===== src/drive_prot_pkg.sv =====
package drive_prot_pkg;

   // clock and time base for the loss persistence timer
   localparam int CLK_HZ            = 50_000_000;
   localparam int LOSS_UNIT_MS      = 100;                       // one step of the loss time
   localparam int LOSS_UNIT_CYCLES  = CLK_HZ / 1000 * LOSS_UNIT_MS;
   localparam int LOSS_TIME_MAX     = 1200;                      // 120.0 s in 0.1 s steps
   localparam int LOSS_TIME_DEFAULT = 10;                        // 1.0 s in 0.1 s steps

   // widths
   localparam int ANALOG_W = 12;
   localparam int CURR_W   = 16;
   localparam int FUNC_W   = 5;
   localparam int PRE_W    = 23;
   localparam int TENTH_W  = 11;
   localparam int ACC_W    = 32;

   // overload heat model defaults
   localparam logic [ACC_W-1:0]  OL_HEAT_LIMIT_DEF = 32'h0100_0000;
   localparam logic [CURR_W-1:0] OL_COOL_STEP_DEF  = 16'h0001;

   // multi-function input codes
   localparam logic [FUNC_W-1:0] FN_EXT_TRIP_A = 5'h12;
   localparam logic [FUNC_W-1:0] FN_EXT_TRIP_B = 5'h13;

   // relay / digital output codes
   localparam logic [FUNC_W-1:0] OUT_INV_OVERLOAD = 5'h06;
   localparam logic [FUNC_W-1:0] OUT_CMD_LOSS     = 5'h0B;

   // speed command sources
   localparam logic [3:0] SRC_V1    = 4'h3;
   localparam logic [3:0] SRC_I2    = 4'h5;
   localparam logic [3:0] SRC_V0_I2 = 4'h6;
   localparam logic [3:0] SRC_COMM  = 4'h8;

   typedef enum logic [1:0] {
      LOSS_DET_OFF  = 2'h0,
      LOSS_DET_HALF = 2'h1,
      LOSS_DET_FULL = 2'h2
   } loss_mode_t;

   typedef enum logic [1:0] {
      REACT_CONTINUE = 2'h0,
      REACT_FREE_RUN = 2'h1,
      REACT_DECEL    = 2'h2
   } loss_react_t;

   typedef enum logic [2:0] {
      LOSS_IDLE   = 3'h1,
      LOSS_WAIT   = 3'h2,
      LOSS_ACTIVE = 3'h4
   } loss_state_t;

   typedef struct packed {
      logic open_phase;
      logic ext_a;
      logic ext_b;
      logic overload;
      logic cmd_loss;
   } trip_flags_t;

   typedef struct packed {
      trip_flags_t        trips;
      logic               extb_src;    // 0: input 4, 1: input 5
      logic [ACC_W-1:0]   ol_acc;
      loss_state_t        loss_state;
      logic [PRE_W-1:0]   pre;
      logic [TENTH_W-1:0] tenths;
      logic               relay;
      logic               out2;
   } prot_state_t;

   localparam prot_state_t PROT_RESET = '{
      trips: '0, extb_src: 1'b0, ol_acc: '0, loss_state: LOSS_IDLE,
      pre: '0, tenths: '0, relay: 1'b0, out2: 1'b0};

endpackage : drive_prot_pkg


===== src/drive_sequence_protection.sv =====
`timescale 1ns/1ps
module drive_sequence_protection
   import drive_prot_pkg::*;
#(
   parameter int                 LOSS_UNIT_CYC = drive_prot_pkg::LOSS_UNIT_CYCLES,
   parameter logic [31:0]        OL_HEAT_LIMIT = drive_prot_pkg::OL_HEAT_LIMIT_DEF,
   parameter logic [15:0]        OL_COOL_STEP  = drive_prot_pkg::OL_COOL_STEP_DEF
) (
   input  wire logic                                   clk_sys,
   input  wire logic                                   rst_b,
   input  wire logic [2:0]                             phase_open,
   input  wire logic                                   multi_input_4,
   input  wire logic                                   multi_input_5,
   input  wire logic                                   open_phase_protect_select,
   input  wire logic [drive_prot_pkg::FUNC_W-1:0]      input4_function_select,
   input  wire logic [drive_prot_pkg::FUNC_W-1:0]      input5_function_select,
   input  wire logic [drive_prot_pkg::FUNC_W-1:0]      relay_function_select,
   input  wire logic [drive_prot_pkg::FUNC_W-1:0]      output2_function_select,
   input  wire logic [drive_prot_pkg::CURR_W-1:0]      input_current,
   input  wire logic [drive_prot_pkg::CURR_W-1:0]      rated_current,
   input  wire logic [3:0]                             speed_source,
   input  wire drive_prot_pkg::loss_mode_t             loss_detect_mode,
   input  wire drive_prot_pkg::loss_react_t            loss_reaction_select,
   input  wire logic [drive_prot_pkg::TENTH_W-1:0]     loss_persist_time,
   input  wire logic [drive_prot_pkg::ANALOG_W-1:0]    voltage_analog_input,
   input  wire logic [drive_prot_pkg::ANALOG_W-1:0]    current_analog_input,
   input  wire logic [drive_prot_pkg::ANALOG_W-1:0]    voltage_in_threshold,
   input  wire logic [drive_prot_pkg::ANALOG_W-1:0]    voltage0_in_threshold,
   input  wire logic [drive_prot_pkg::ANALOG_W-1:0]    current_in_threshold,
   input  wire logic                                   comm_cmd_lost,
   input  wire logic                                   clear_req,
   output drive_prot_pkg::trip_flags_t                 trips,
   output logic                                        output_block,
   output logic                                        hold_freq,
   output logic                                        decel_stop,
   output logic                                        relay_out,
   output logic                                        output2_out
);
   import drive_prot_pkg::*;

   prot_state_t st;
   prot_state_t next_st;
   logic [4:0]  pins_s;
   logic [2:0]  phase_s;
   logic [1:0]  shorted;
   logic        open_cause;
   logic        a_cause;
   logic [1:0]  b_on;
   logic        b_clear_ok;
   logic        ol_cause;
   logic        loss_cond;
   logic        loss_on;

   // refuse a time base the prescaler cannot count, and a heat model that cannot work
   if (LOSS_UNIT_CYC < 1 || LOSS_UNIT_CYC >= (1 << PRE_W)) begin : g_bad_unit
      $error("drive_sequence_protection: LOSS_UNIT_CYC out of range");
   end
   if (OL_HEAT_LIMIT == 32'h0000_0000 || OL_COOL_STEP == 16'h0000) begin : g_bad_heat
      $error("drive_sequence_protection: overload heat settings out of range");
   end

   // trip latch: the cause sets, a clear only acts when the cause is gone
   function automatic logic trip_next(input logic cur, input logic cause, input logic clr);
      trip_next = cause | (cur & ~clr);
   endfunction : trip_next

   // analog level below the threshold chosen by the detection mode
   function automatic logic below(input logic [ANALOG_W-1:0] val,
                                  input logic [ANALOG_W-1:0] thr,
                                  input loss_mode_t          mode);
      unique case (mode)
         LOSS_DET_HALF: below = val < (thr >> 1);
         LOSS_DET_FULL: below = val < thr;
         default:       below = 1'b0;
      endcase
   endfunction : below

   // status selected for a relay or digital output by its function code
   function automatic logic out_sel(input logic [FUNC_W-1:0] code,
                                    input logic ol, input logic loss);
      if (code == OUT_INV_OVERLOAD) begin
         out_sel = ol;
      end else if (code == OUT_CMD_LOSS) begin
         out_sel = loss;
      end else begin
         out_sel = 1'b0;
      end
   endfunction : out_sel

   // contact and phase sense pins cross into the clock domain
   pin_sync #(.W(5)) u_pin_sync (
      .clk_sys  (clk_sys),
      .rst_b    (rst_b),
      .async_in ({phase_open, multi_input_5, multi_input_4}),
      .sync_out (pins_s)
   );

   assign phase_s = pins_s[4:2];
   assign shorted = pins_s[1:0];

   // trip causes from phases, contacts and heat
   always_comb begin
      open_cause = open_phase_protect_select && (|phase_s);
      a_cause    = (input4_function_select == FN_EXT_TRIP_A && shorted[0])
                 | (input5_function_select == FN_EXT_TRIP_A && shorted[1]);
      b_on[0]    = (input4_function_select == FN_EXT_TRIP_B) && !shorted[0];
      b_on[1]    = (input5_function_select == FN_EXT_TRIP_B) && !shorted[1];
      if (st.extb_src) begin
         b_clear_ok = (input5_function_select == FN_EXT_TRIP_B) && shorted[1];
      end else begin
         b_clear_ok = (input4_function_select == FN_EXT_TRIP_B) && shorted[0];
      end
      ol_cause   = st.ol_acc >= OL_HEAT_LIMIT;
   end

   // speed command loss condition by source
   always_comb begin
      if (speed_source == SRC_V1) begin
         loss_cond = below(voltage_analog_input, voltage_in_threshold, loss_detect_mode);
      end else if (speed_source == SRC_I2) begin
         loss_cond = below(current_analog_input, current_in_threshold, loss_detect_mode);
      end else if (speed_source == SRC_V0_I2) begin
         loss_cond = below(voltage_analog_input, voltage0_in_threshold, loss_detect_mode)
                   | below(current_analog_input, current_in_threshold, loss_detect_mode);
      end else if (speed_source == SRC_COMM) begin
         loss_cond = comm_cmd_lost && (loss_detect_mode != LOSS_DET_OFF);
      end else begin
         loss_cond = 1'b0;
      end
   end

   // next state of every latch, counter and registered output
   always_comb begin
      next_st = st;
      loss_on = 1'b0;
      // inverse-time heat: excess current adds, normal current cools
      if (input_current > rated_current) begin
         next_st.ol_acc = (st.ol_acc > ~32'(input_current - rated_current))
                        ? '1 : st.ol_acc + 32'(input_current - rated_current);
      end else if (st.ol_acc > 32'(OL_COOL_STEP)) begin
         next_st.ol_acc = st.ol_acc - 32'(OL_COOL_STEP);
      end else begin
         next_st.ol_acc = '0;
      end
      // persistence timer of the loss condition
      unique case (st.loss_state)
         LOSS_IDLE: begin
            next_st.pre    = '0;
            next_st.tenths = '0;
            if (loss_cond) next_st.loss_state = LOSS_WAIT;
         end
         LOSS_WAIT: begin
            if (!loss_cond) begin
               next_st.loss_state = LOSS_IDLE;
            end else if (st.pre == PRE_W'(LOSS_UNIT_CYC - 1)) begin
               next_st.pre    = '0;
               next_st.tenths = st.tenths + 1'b1;
               if (st.tenths + 1'b1 >= loss_persist_time)
                  next_st.loss_state = LOSS_ACTIVE;
            end else begin
               next_st.pre = st.pre + 1'b1;
            end
         end
         LOSS_ACTIVE: begin
            loss_on = 1'b1;
            if (!loss_cond) next_st.loss_state = LOSS_IDLE;
         end
         default: next_st.loss_state = LOSS_IDLE;
      endcase
      // latched trips
      next_st.trips.open_phase = trip_next(st.trips.open_phase, open_cause, clear_req);
      next_st.trips.ext_a      = trip_next(st.trips.ext_a, a_cause, clear_req);
      next_st.trips.ext_b      = trip_next(st.trips.ext_b, |b_on,
                                           clear_req && b_clear_ok);
      next_st.trips.overload   = trip_next(st.trips.overload, ol_cause, clear_req);
      next_st.trips.cmd_loss   = trip_next(st.trips.cmd_loss,
                                           loss_on && loss_reaction_select == REACT_FREE_RUN,
                                           clear_req);
      if (|b_on && !st.trips.ext_b) next_st.extb_src = b_on[1];
      // configurable status outputs
      next_st.relay = out_sel(relay_function_select, next_st.trips.overload,
                              next_st.loss_state == LOSS_ACTIVE);
      next_st.out2  = out_sel(output2_function_select, next_st.trips.overload,
                              next_st.loss_state == LOSS_ACTIVE);
   end

   always_ff @(posedge clk_sys) begin
      if (!rst_b) begin
         st <= PROT_RESET;
      end else begin
         st <= next_st;
      end
   end

   // outputs
   assign trips        = st.trips;
   assign output_block = |st.trips;
   assign hold_freq    = (st.loss_state == LOSS_ACTIVE)
                       && (loss_reaction_select == REACT_CONTINUE);
   assign decel_stop   = (st.loss_state == LOSS_ACTIVE)
                       && (loss_reaction_select == REACT_DECEL);
   assign relay_out    = st.relay;
   assign output2_out  = st.out2;
endmodule : drive_sequence_protection


===== src/pin_sync.sv =====
`timescale 1ns/1ps
module pin_sync #(
   parameter int W = 5
) (
   input  wire logic         clk_sys,
   input  wire logic         rst_b,
   input  wire logic [W-1:0] async_in,
   output logic      [W-1:0] sync_out
);
   typedef struct packed {
      logic [W-1:0] s1;
      logic [W-1:0] s2;
   } sync_state_t;

   sync_state_t st;
   sync_state_t next_st;

   // refuse a width that leaves nothing to synchronise
   if (W < 1) begin : g_bad_width
      $error("pin_sync: width must be at least one");
   end

   // two stages; only the second stage is read outside
   always_comb begin
      next_st.s1 = async_in;
      next_st.s2 = st.s1;
   end

   // stages keep tracking the pins in reset: a cleared stage would look like an
   // open trip B contact for two cycles after release and latch a false trip
   always_ff @(posedge clk_sys) begin
      if (!rst_b) begin
         st <= '{s1: async_in, s2: st.s1};
      end else begin
         st <= next_st;
      end
   end

   assign sync_out = st.s2;

endmodule : pin_sync


===== config.mk =====
export PLATFORM = sky130hd
export DESIGN_NAME = drive_sequence_protection
export DESIGN_NICKNAME = d
export VERILOG_FILES = /design/src/drive_prot_pkg.sv /design/src/drive_sequence_protection.sv /design/src/pin_sync.sv
export SDC_FILE = /design/constraint.sdc
export NUM_CORES = 1
export LEC_CHECK = 0
export ABC_AREA = 1
export BUFFER_PORTS_ARGS = -buffer_cell sky130_fd_sc_hd__buf_2
export CAP_MARGIN = 20
export CORE_ASPECT_RATIO = 1.5
export CORE_MARGIN = 2
export CORE_UTILIZATION = 50
export DETAILED_ROUTE_END_ITERATION = 10
export PLACE_DENSITY = 0.84
export SLEW_MARGIN = 15
export SYNTH_ARGS = -nofsm -noshare
export SYNTH_HDL_FRONTEND = slang
export SYNTH_SLANG_ARGS = --single-unit

===== constraint.sdc =====
create_clock -name clk_sys -period 4.4 [get_ports clk_sys]
set_clock_uncertainty 0.05 [all_clocks]
set_input_delay 0.66 -clock clk_sys [delete_from_list [all_inputs] [get_ports clk_sys]]
set_output_delay 0.66 -clock clk_sys [all_outputs]
set_load 0.02 [all_outputs]

Yosys cells after proc, flatten, opt, wreduce, memory -nomap -nowiden
Cells that the tools add are included.
{ "word_totals": {"register_bits": 87, "input_bits": 141, "output_inout_bits": 10, "elab_cells": 124} }
{ "classes": {"add_sub_neg": 5, "n_lt_le_gt_ge": 11, "eq_ne": 23, "n_mux": 32, "bitwise": 15, "reduce_logical": 24} }
{ "ops": {"columns": ["operator", "count"], "rows": [
  ["2-to-1 mux 32 bit", 3],
  ["case mux 34 bit (2 select lines)", 1],
  ["less-than comparator 12 x 11 -> 1 bit", 3],
  ["less-than comparator 12 bit", 3],
  ["2-to-1 mux 34 bit", 1],
  ["adder 32 bit", 1],
  [">= comparator 32 x 25 -> 1 bit (second input constant)", 1],
  ["> comparator 32 x 1 -> 1 bit (second input constant)", 1],
  ["> comparator 32 bit", 1],
  ["inverter 32 bit", 1],
  ["subtractor 32 x 1 -> 32 bit (second input constant)", 1],
  ["adder 23 x 1 -> 23 bit (second input constant)", 1],
  ["== test 23 bit (second input constant)", 1],
  ["2-to-1 mux 23 bit", 1],
  ["== test 5 bit (second input constant)", 4],
  ["subtractor 16 x 16 -> 17 bit", 1],
  ["> comparator 16 bit", 1],
  ["2-to-1 mux 1 bit", 16],
  ["2-to-1 mux 3 bit", 5],
  ["logical AND 1 bit", 13],
  ["adder 11 x 1 -> 11 bit (second input constant)", 1],
  [">= comparator 11 bit", 1],
  ["2-to-1 mux 11 bit", 1],
  ["== test 5 x 3 -> 1 bit (second input constant)", 2],
  ["23 further kinds", 45]
]} }

Longest topological paths before layout
{ "depth": {"depth_word": 14, "mapped_depth": 25, "depth_no_buf": 25} }

Cells and area by module
From an unflattened synthesis, not the netlist that was laid out.
{ "unflattened": {"hier_cells": 1588, "area_unflattened_um2": 10010.9} }
{ "modules_own_cells": {"columns": ["mod", "instances", "cells_per_inst", "area_each_um2", "seq_area_each_um2"], "rows": [
  ["drive_sequence_protection", 1, 1578, 9810.7, 1541.5],
  ["pin_sync", 1, 10, 200.2, 200.2]
]} }

Worst setup path before layout
No wires, ideal clock.
{ "synth_path": {"path_kind": "input to register", "startpoint": "input port rated_current[3] (netlist bit)", "endpoint": "register st[45] (netlist bit)", "setup_ns": 0.132, "t_arrival_ns": 4.249, "required_ns": 4.218, "slack_ns": -0.031, "path_stages": 22, "n_path_buf": 1, "cell_sequence": "inv_1 -> ha_1 -> a21oi_1 -> o21ai_1 -> a21oi_1 -> nor2_1 -> nor2_1 -> nand2_1 -> a21boi_1 -> o21ai_0 -> a21oi_1 -> ha_1 -> a21oi_1 -> a21boi_0 -> o211ai_1 -> nor2_1 -> nand2_1 -> nand2_2 -> buf_4 -> nand3_1 -> o21ai_1 -> a21oi_1"} }
{ "synth_via": {"elab_chain_len": 5, "word_cells_on_any_way": 7, "classes_between": "add/sub (2); order compare (2); mux (2); bitwise (1)"} }
{ "synth_lines": {"columns": ["item", "line_no", "text"], "rows": [
  ["start, declared", "drive_sequence_protection.sv:20", "input wire logic [drive_prot_pkg::CURR_W-1:0] rated_current,"],
  ["subtractor 16 x 16 -> 17 bit", "drive_sequence_protection.sv:138, drive_sequence_protection.sv:139", null],
  ["inverter 32 bit", "drive_sequence_protection.sv:138", "next_st.ol_acc = (st.ol_acc > ~32'(input_current - rated_current))"],
  ["> comparator 32 bit", "drive_sequence_protection.sv:138", null],
  ["2-to-1 mux 32 bit", "drive_sequence_protection.sv:139", "? '1 : st.ol_acc + 32'(input_current - rated_current);"],
  ["2-to-1 mux 32 bit (*)", "drive_sequence_protection.sv:137", "if (input_current > rated_current) begin"],
  ["end signal, assigned", "drive_sequence_protection.sv:191", "st <= next_st;"],
  ["end, declared", "drive_sequence_protection.sv:41", "prot_state_t st;"]
]} }
Every way passes the cells marked *; elsewhere a longest branch is shown, timed or not.
A chain may end at the register's enable or synchronous reset.

Final worst setup path
{ "layout_path": {"startpoint": "input port input_current[0] (netlist bit)", "endpoint": "register st[55] (netlist bit)"} }
{ "layout_via": {"elab_chain_len": 5, "word_cells_on_any_way": 7, "classes_between": "add/sub (2); order compare (2); mux (2); bitwise (1)"} }
{ "layout_lines": {"columns": ["item", "line_no", "text"], "rows": [
  ["start, declared", "drive_sequence_protection.sv:19", "input wire logic [drive_prot_pkg::CURR_W-1:0] input_current,"],
  ["subtractor 16 x 16 -> 17 bit", "drive_sequence_protection.sv:138, drive_sequence_protection.sv:139", null],
  ["inverter 32 bit", "drive_sequence_protection.sv:138", null],
  ["> comparator 32 bit", "drive_sequence_protection.sv:138", null],
  ["2-to-1 mux 32 bit", "drive_sequence_protection.sv:139", null],
  ["2-to-1 mux 32 bit (*)", "drive_sequence_protection.sv:137", null]
]} }
Marks and branches as above.

==> impl_results.md <==
- Critical Path End Type: flop
- Peak VDD IR: 0.0002195 V
- Reg area: 0.001742 sq mm
- Worst-Margin Slew: 923.2 ps
- I/O Pins: 151
- Die ar.: 0.02100 sq mm
- Die width: 119.0 um
- TritonCTS clock tree: done
- Post-CTS Hold Buffers: 0
- Leakage: 6.076 nW
- Reg2reg setup slack: 1350 ps
- Starting Density: 50.53%
- Worst setup path startpoint: input_current[0]
- Area grow syn2layout: 17.34%
- Initial antenna violation count: 0
- Area used by multi-input combinational logic: 0.007067 sq mm
- Core Footprint: 0.01963 sq mm
- Synthesis warning total: 0
- Overall Power: 4.273 mW
- Critical R2R Launch: st[2]
- # nets final: 2,057
- GPL Wtd Cong: 0.9028
- Total GRT Usage: 24.36%
- DR vias/cell: 5.281
- Num rows: 63
- Vias in the first global route: 10.42k
- Routed vias: 10.82k
- Crit path max fanout: 19
- Input/output buffers: 150
- Final core utilization: 59.28%
- Min setup slack post-route: 419.4 ps
- Arrival @ worst endpoint: 4150 ps
- PwrDens: 367.2 mW/mm^2
- Primary FF master, synth: dfxtp_1
- First-pass GRT wire length: 43.11 mm
- Mapped Nets: 1,865
- Synthesized cell area: 0.009917 sq mm
- Final WL: 26.05 mm
- Resize count post-CTS: 0
- Post-synth EDFFs: 0
- Max Cap Viol: 0
- WL/cell: 12.72 um
- Setup TNS: 0 ps
- Cell count after synthesis: 1,592
- Pins over their slew limit: 0
- Post-DP HPWL: 21.70 mm
- Critical R2R Capture: output2_out
- Final setup viols: 0
- Slew headroom: 38.34%
- Yosys cell types: 59
- Critical path class: input pin to flop
- Fill cells: 1,824
- Htree depth: 3
- Share of layout cells above drive strength 1: 15.38%
- Syn Area/Cell: 6.229 sq um
- Tmin final: 3981 ps
- Clk Latency, worst-skew pair: 350 ps
- CTS Buf Count: 9
- Worst R2R Path Depth: 17
- Worst-path clk slew: 70 ps
- Post-CTS Setup Inserts: 0
- Grt ovf: 0
- Initial DRC count: 647
- Setup WS pre-CTS: 67.96 ps
- Drt pass-1 iters: 5
- Max frequency: 251.2 MHz
- CP Launch Type: input pin
- Clock Tree Buf Depth: 2
- Clk sink count: 87
- Synth async-reset ratio: 0%
- Final Hold Viols: 0
- End point of the critical path: st[55]
- Final ANT Viol Nets: 0
- Worst Hold Class: flop to flop
- DRC: 0
- Status: complete, no violations
- RSZ-0062 raised after global routing: no
- Critical Path RT: 4570 ps
- Final period util: 90.47%
- Pin count of the biggest net entering global routing: 42
- Yosys reg bits: 87
- N_diodes: 0
- CTS root buffer: clkbuf_16
- Sequential-to-total area share from yosys stat: 17.56%
- Die height: 176.5 um
[critical path: stages]
cell and delay (ps):
buf_2 70, inv_1 30, ha_1 210, fa_1 390
o21ai_1 180, a21oi_1 100, nor2_1 90, nor2_1 50
nand2_1 80, a21boi_1 80, o21ai_0 140, buf_4 140
a21oi_2 70, buf_12 170, ha_1 320, nand2_1 100
nor2_1 140, inv_1 40, or2_1 240, nor3_2 150
nand3_1 110, nand2_2 120, buf_12 150, nand2_1 50
o21ai_0 160, a21oi_1 80
[layout by cell type (no fill, tap or decap), types with 5 or more instances in the layout]
cell	netlist	routed
a21o_1	6	6
a21oi_1	112	111
a31oi_1	5	5
buf_2	9	150
buf_4	7	59
clkbuf_16	0	9
dfxtp_1	87	87
ha_1	130	130
inv_1	249	249
nand2_1	342	342
nand2_2	5	5
nand3_1	101	101
nand3b_1	12	12
nand4_1	44	44
nor2_1	194	194
nor2_4	6	6
nor3_1	28	28
nor3_2	6	6
nor4_1	16	16
o21ai_0	73	73
o21ai_1	15	15
o21bai_1	7	7
or2_2	14	14
xnor2_1	21	21
xor2_1	46	46
[worst min path at each step]
stage | from | cells past startpoint | endpoint
floorplan | u_pin_sync.next_st[0] | 0 | u_pin_sync.sync_out[0]
global placement | u_pin_sync.next_st[3] | 0 | u_pin_sync.sync_out[3]
detailed placement | u_pin_sync.next_st[0] | 0 | u_pin_sync.sync_out[0]
CTS | u_pin_sync.next_st[0] | 0 | u_pin_sync.sync_out[0]
global route | u_pin_sync.next_st[3] | 0 | u_pin_sync.sync_out[3]
finish | u_pin_sync.next_st[3] | 0 | u_pin_sync.sync_out[3]
[cell usage after synthesis, drive strengths merged (5+ instances only)]
cell type,number,share of area [%]
nand2,350,14
inv,252,9.5
nor2,202,8.2
ha,130,16
a21oi,113,5.7
nand3,103,5.3
o21ai,89,4.5
dfxtp,87,18
xor2,46,4.1
nand4,45,2.9
nor3,34,2.0
xnor2,21,1.9
buf,20,1.2
or2,19,1.2
nor4,16,1.0
nand3b,12,0.91
clkbuf,10,0.43
o21bai,7,0.53
a21o,6,0.45
a31oi,5,0.32
[layout make-up]
cell class | count | area share, %
clock buffer | 9 | 1.935
timing repair buffer | 211 | 10.60
sequential | 87 | 14.97
clock inverter | 6 | 0.8064
inverter | 253 | 8.161
tap | 260 | 2.796
multi-input combinational | 1222 | 60.73
[flip-flops by register name (all words and copies together), names as in the netlist]
register,cells
st,70
trips,5
u_pin_sync.next_st,5
u_pin_sync.sync_out,5
output2_out,1
relay_out,1
[per-layer routing]
metal,vias up,wire (um),track usage (%)
li1,5610,-,-
met1,4851,10070,23.71
met2,284,13920,50.12
met3,70,898,1.680
met4,0,1158,12.50
met5,-,0,0
[cells by family after synthesis]
| logic type | after synthesis | synth area share [%] |
|---|---|---|
| AO/OA/AOI/OAI | 240 | 13.25 |
| XOR/XNOR | 67 | 5.917 |
| adder cells (fa/ha/maj) | 132 | 16.81 |
| buffers and inverters | 283 | 11.22 |
| flip-flops | 87 | 17.56 |
| AND/OR/NAND/NOR | 783 | 35.25 |
[per-stage QoR]
stage | area, sq um | cells | hold slack [ps]
2_1_floorplan | 9921 | 1592 | 259.6
3_3_place_gp | 11320 | 2033 | 260.8
3_5_place_dp | 11320 | 2033 | 262.1
4_1_cts | 11640 | 2048 | 277.5
5_1_grt | 11640 | 2048 | 286.9
6_report | 11640 | 2048 | 277.1
[where the power goes]
group          switching, mW  internal (mW)
Combinational           1.43          0.994
Clock                  0.325          0.500
Sequential             0.137          0.887
(Power assumes the default switching activity.)
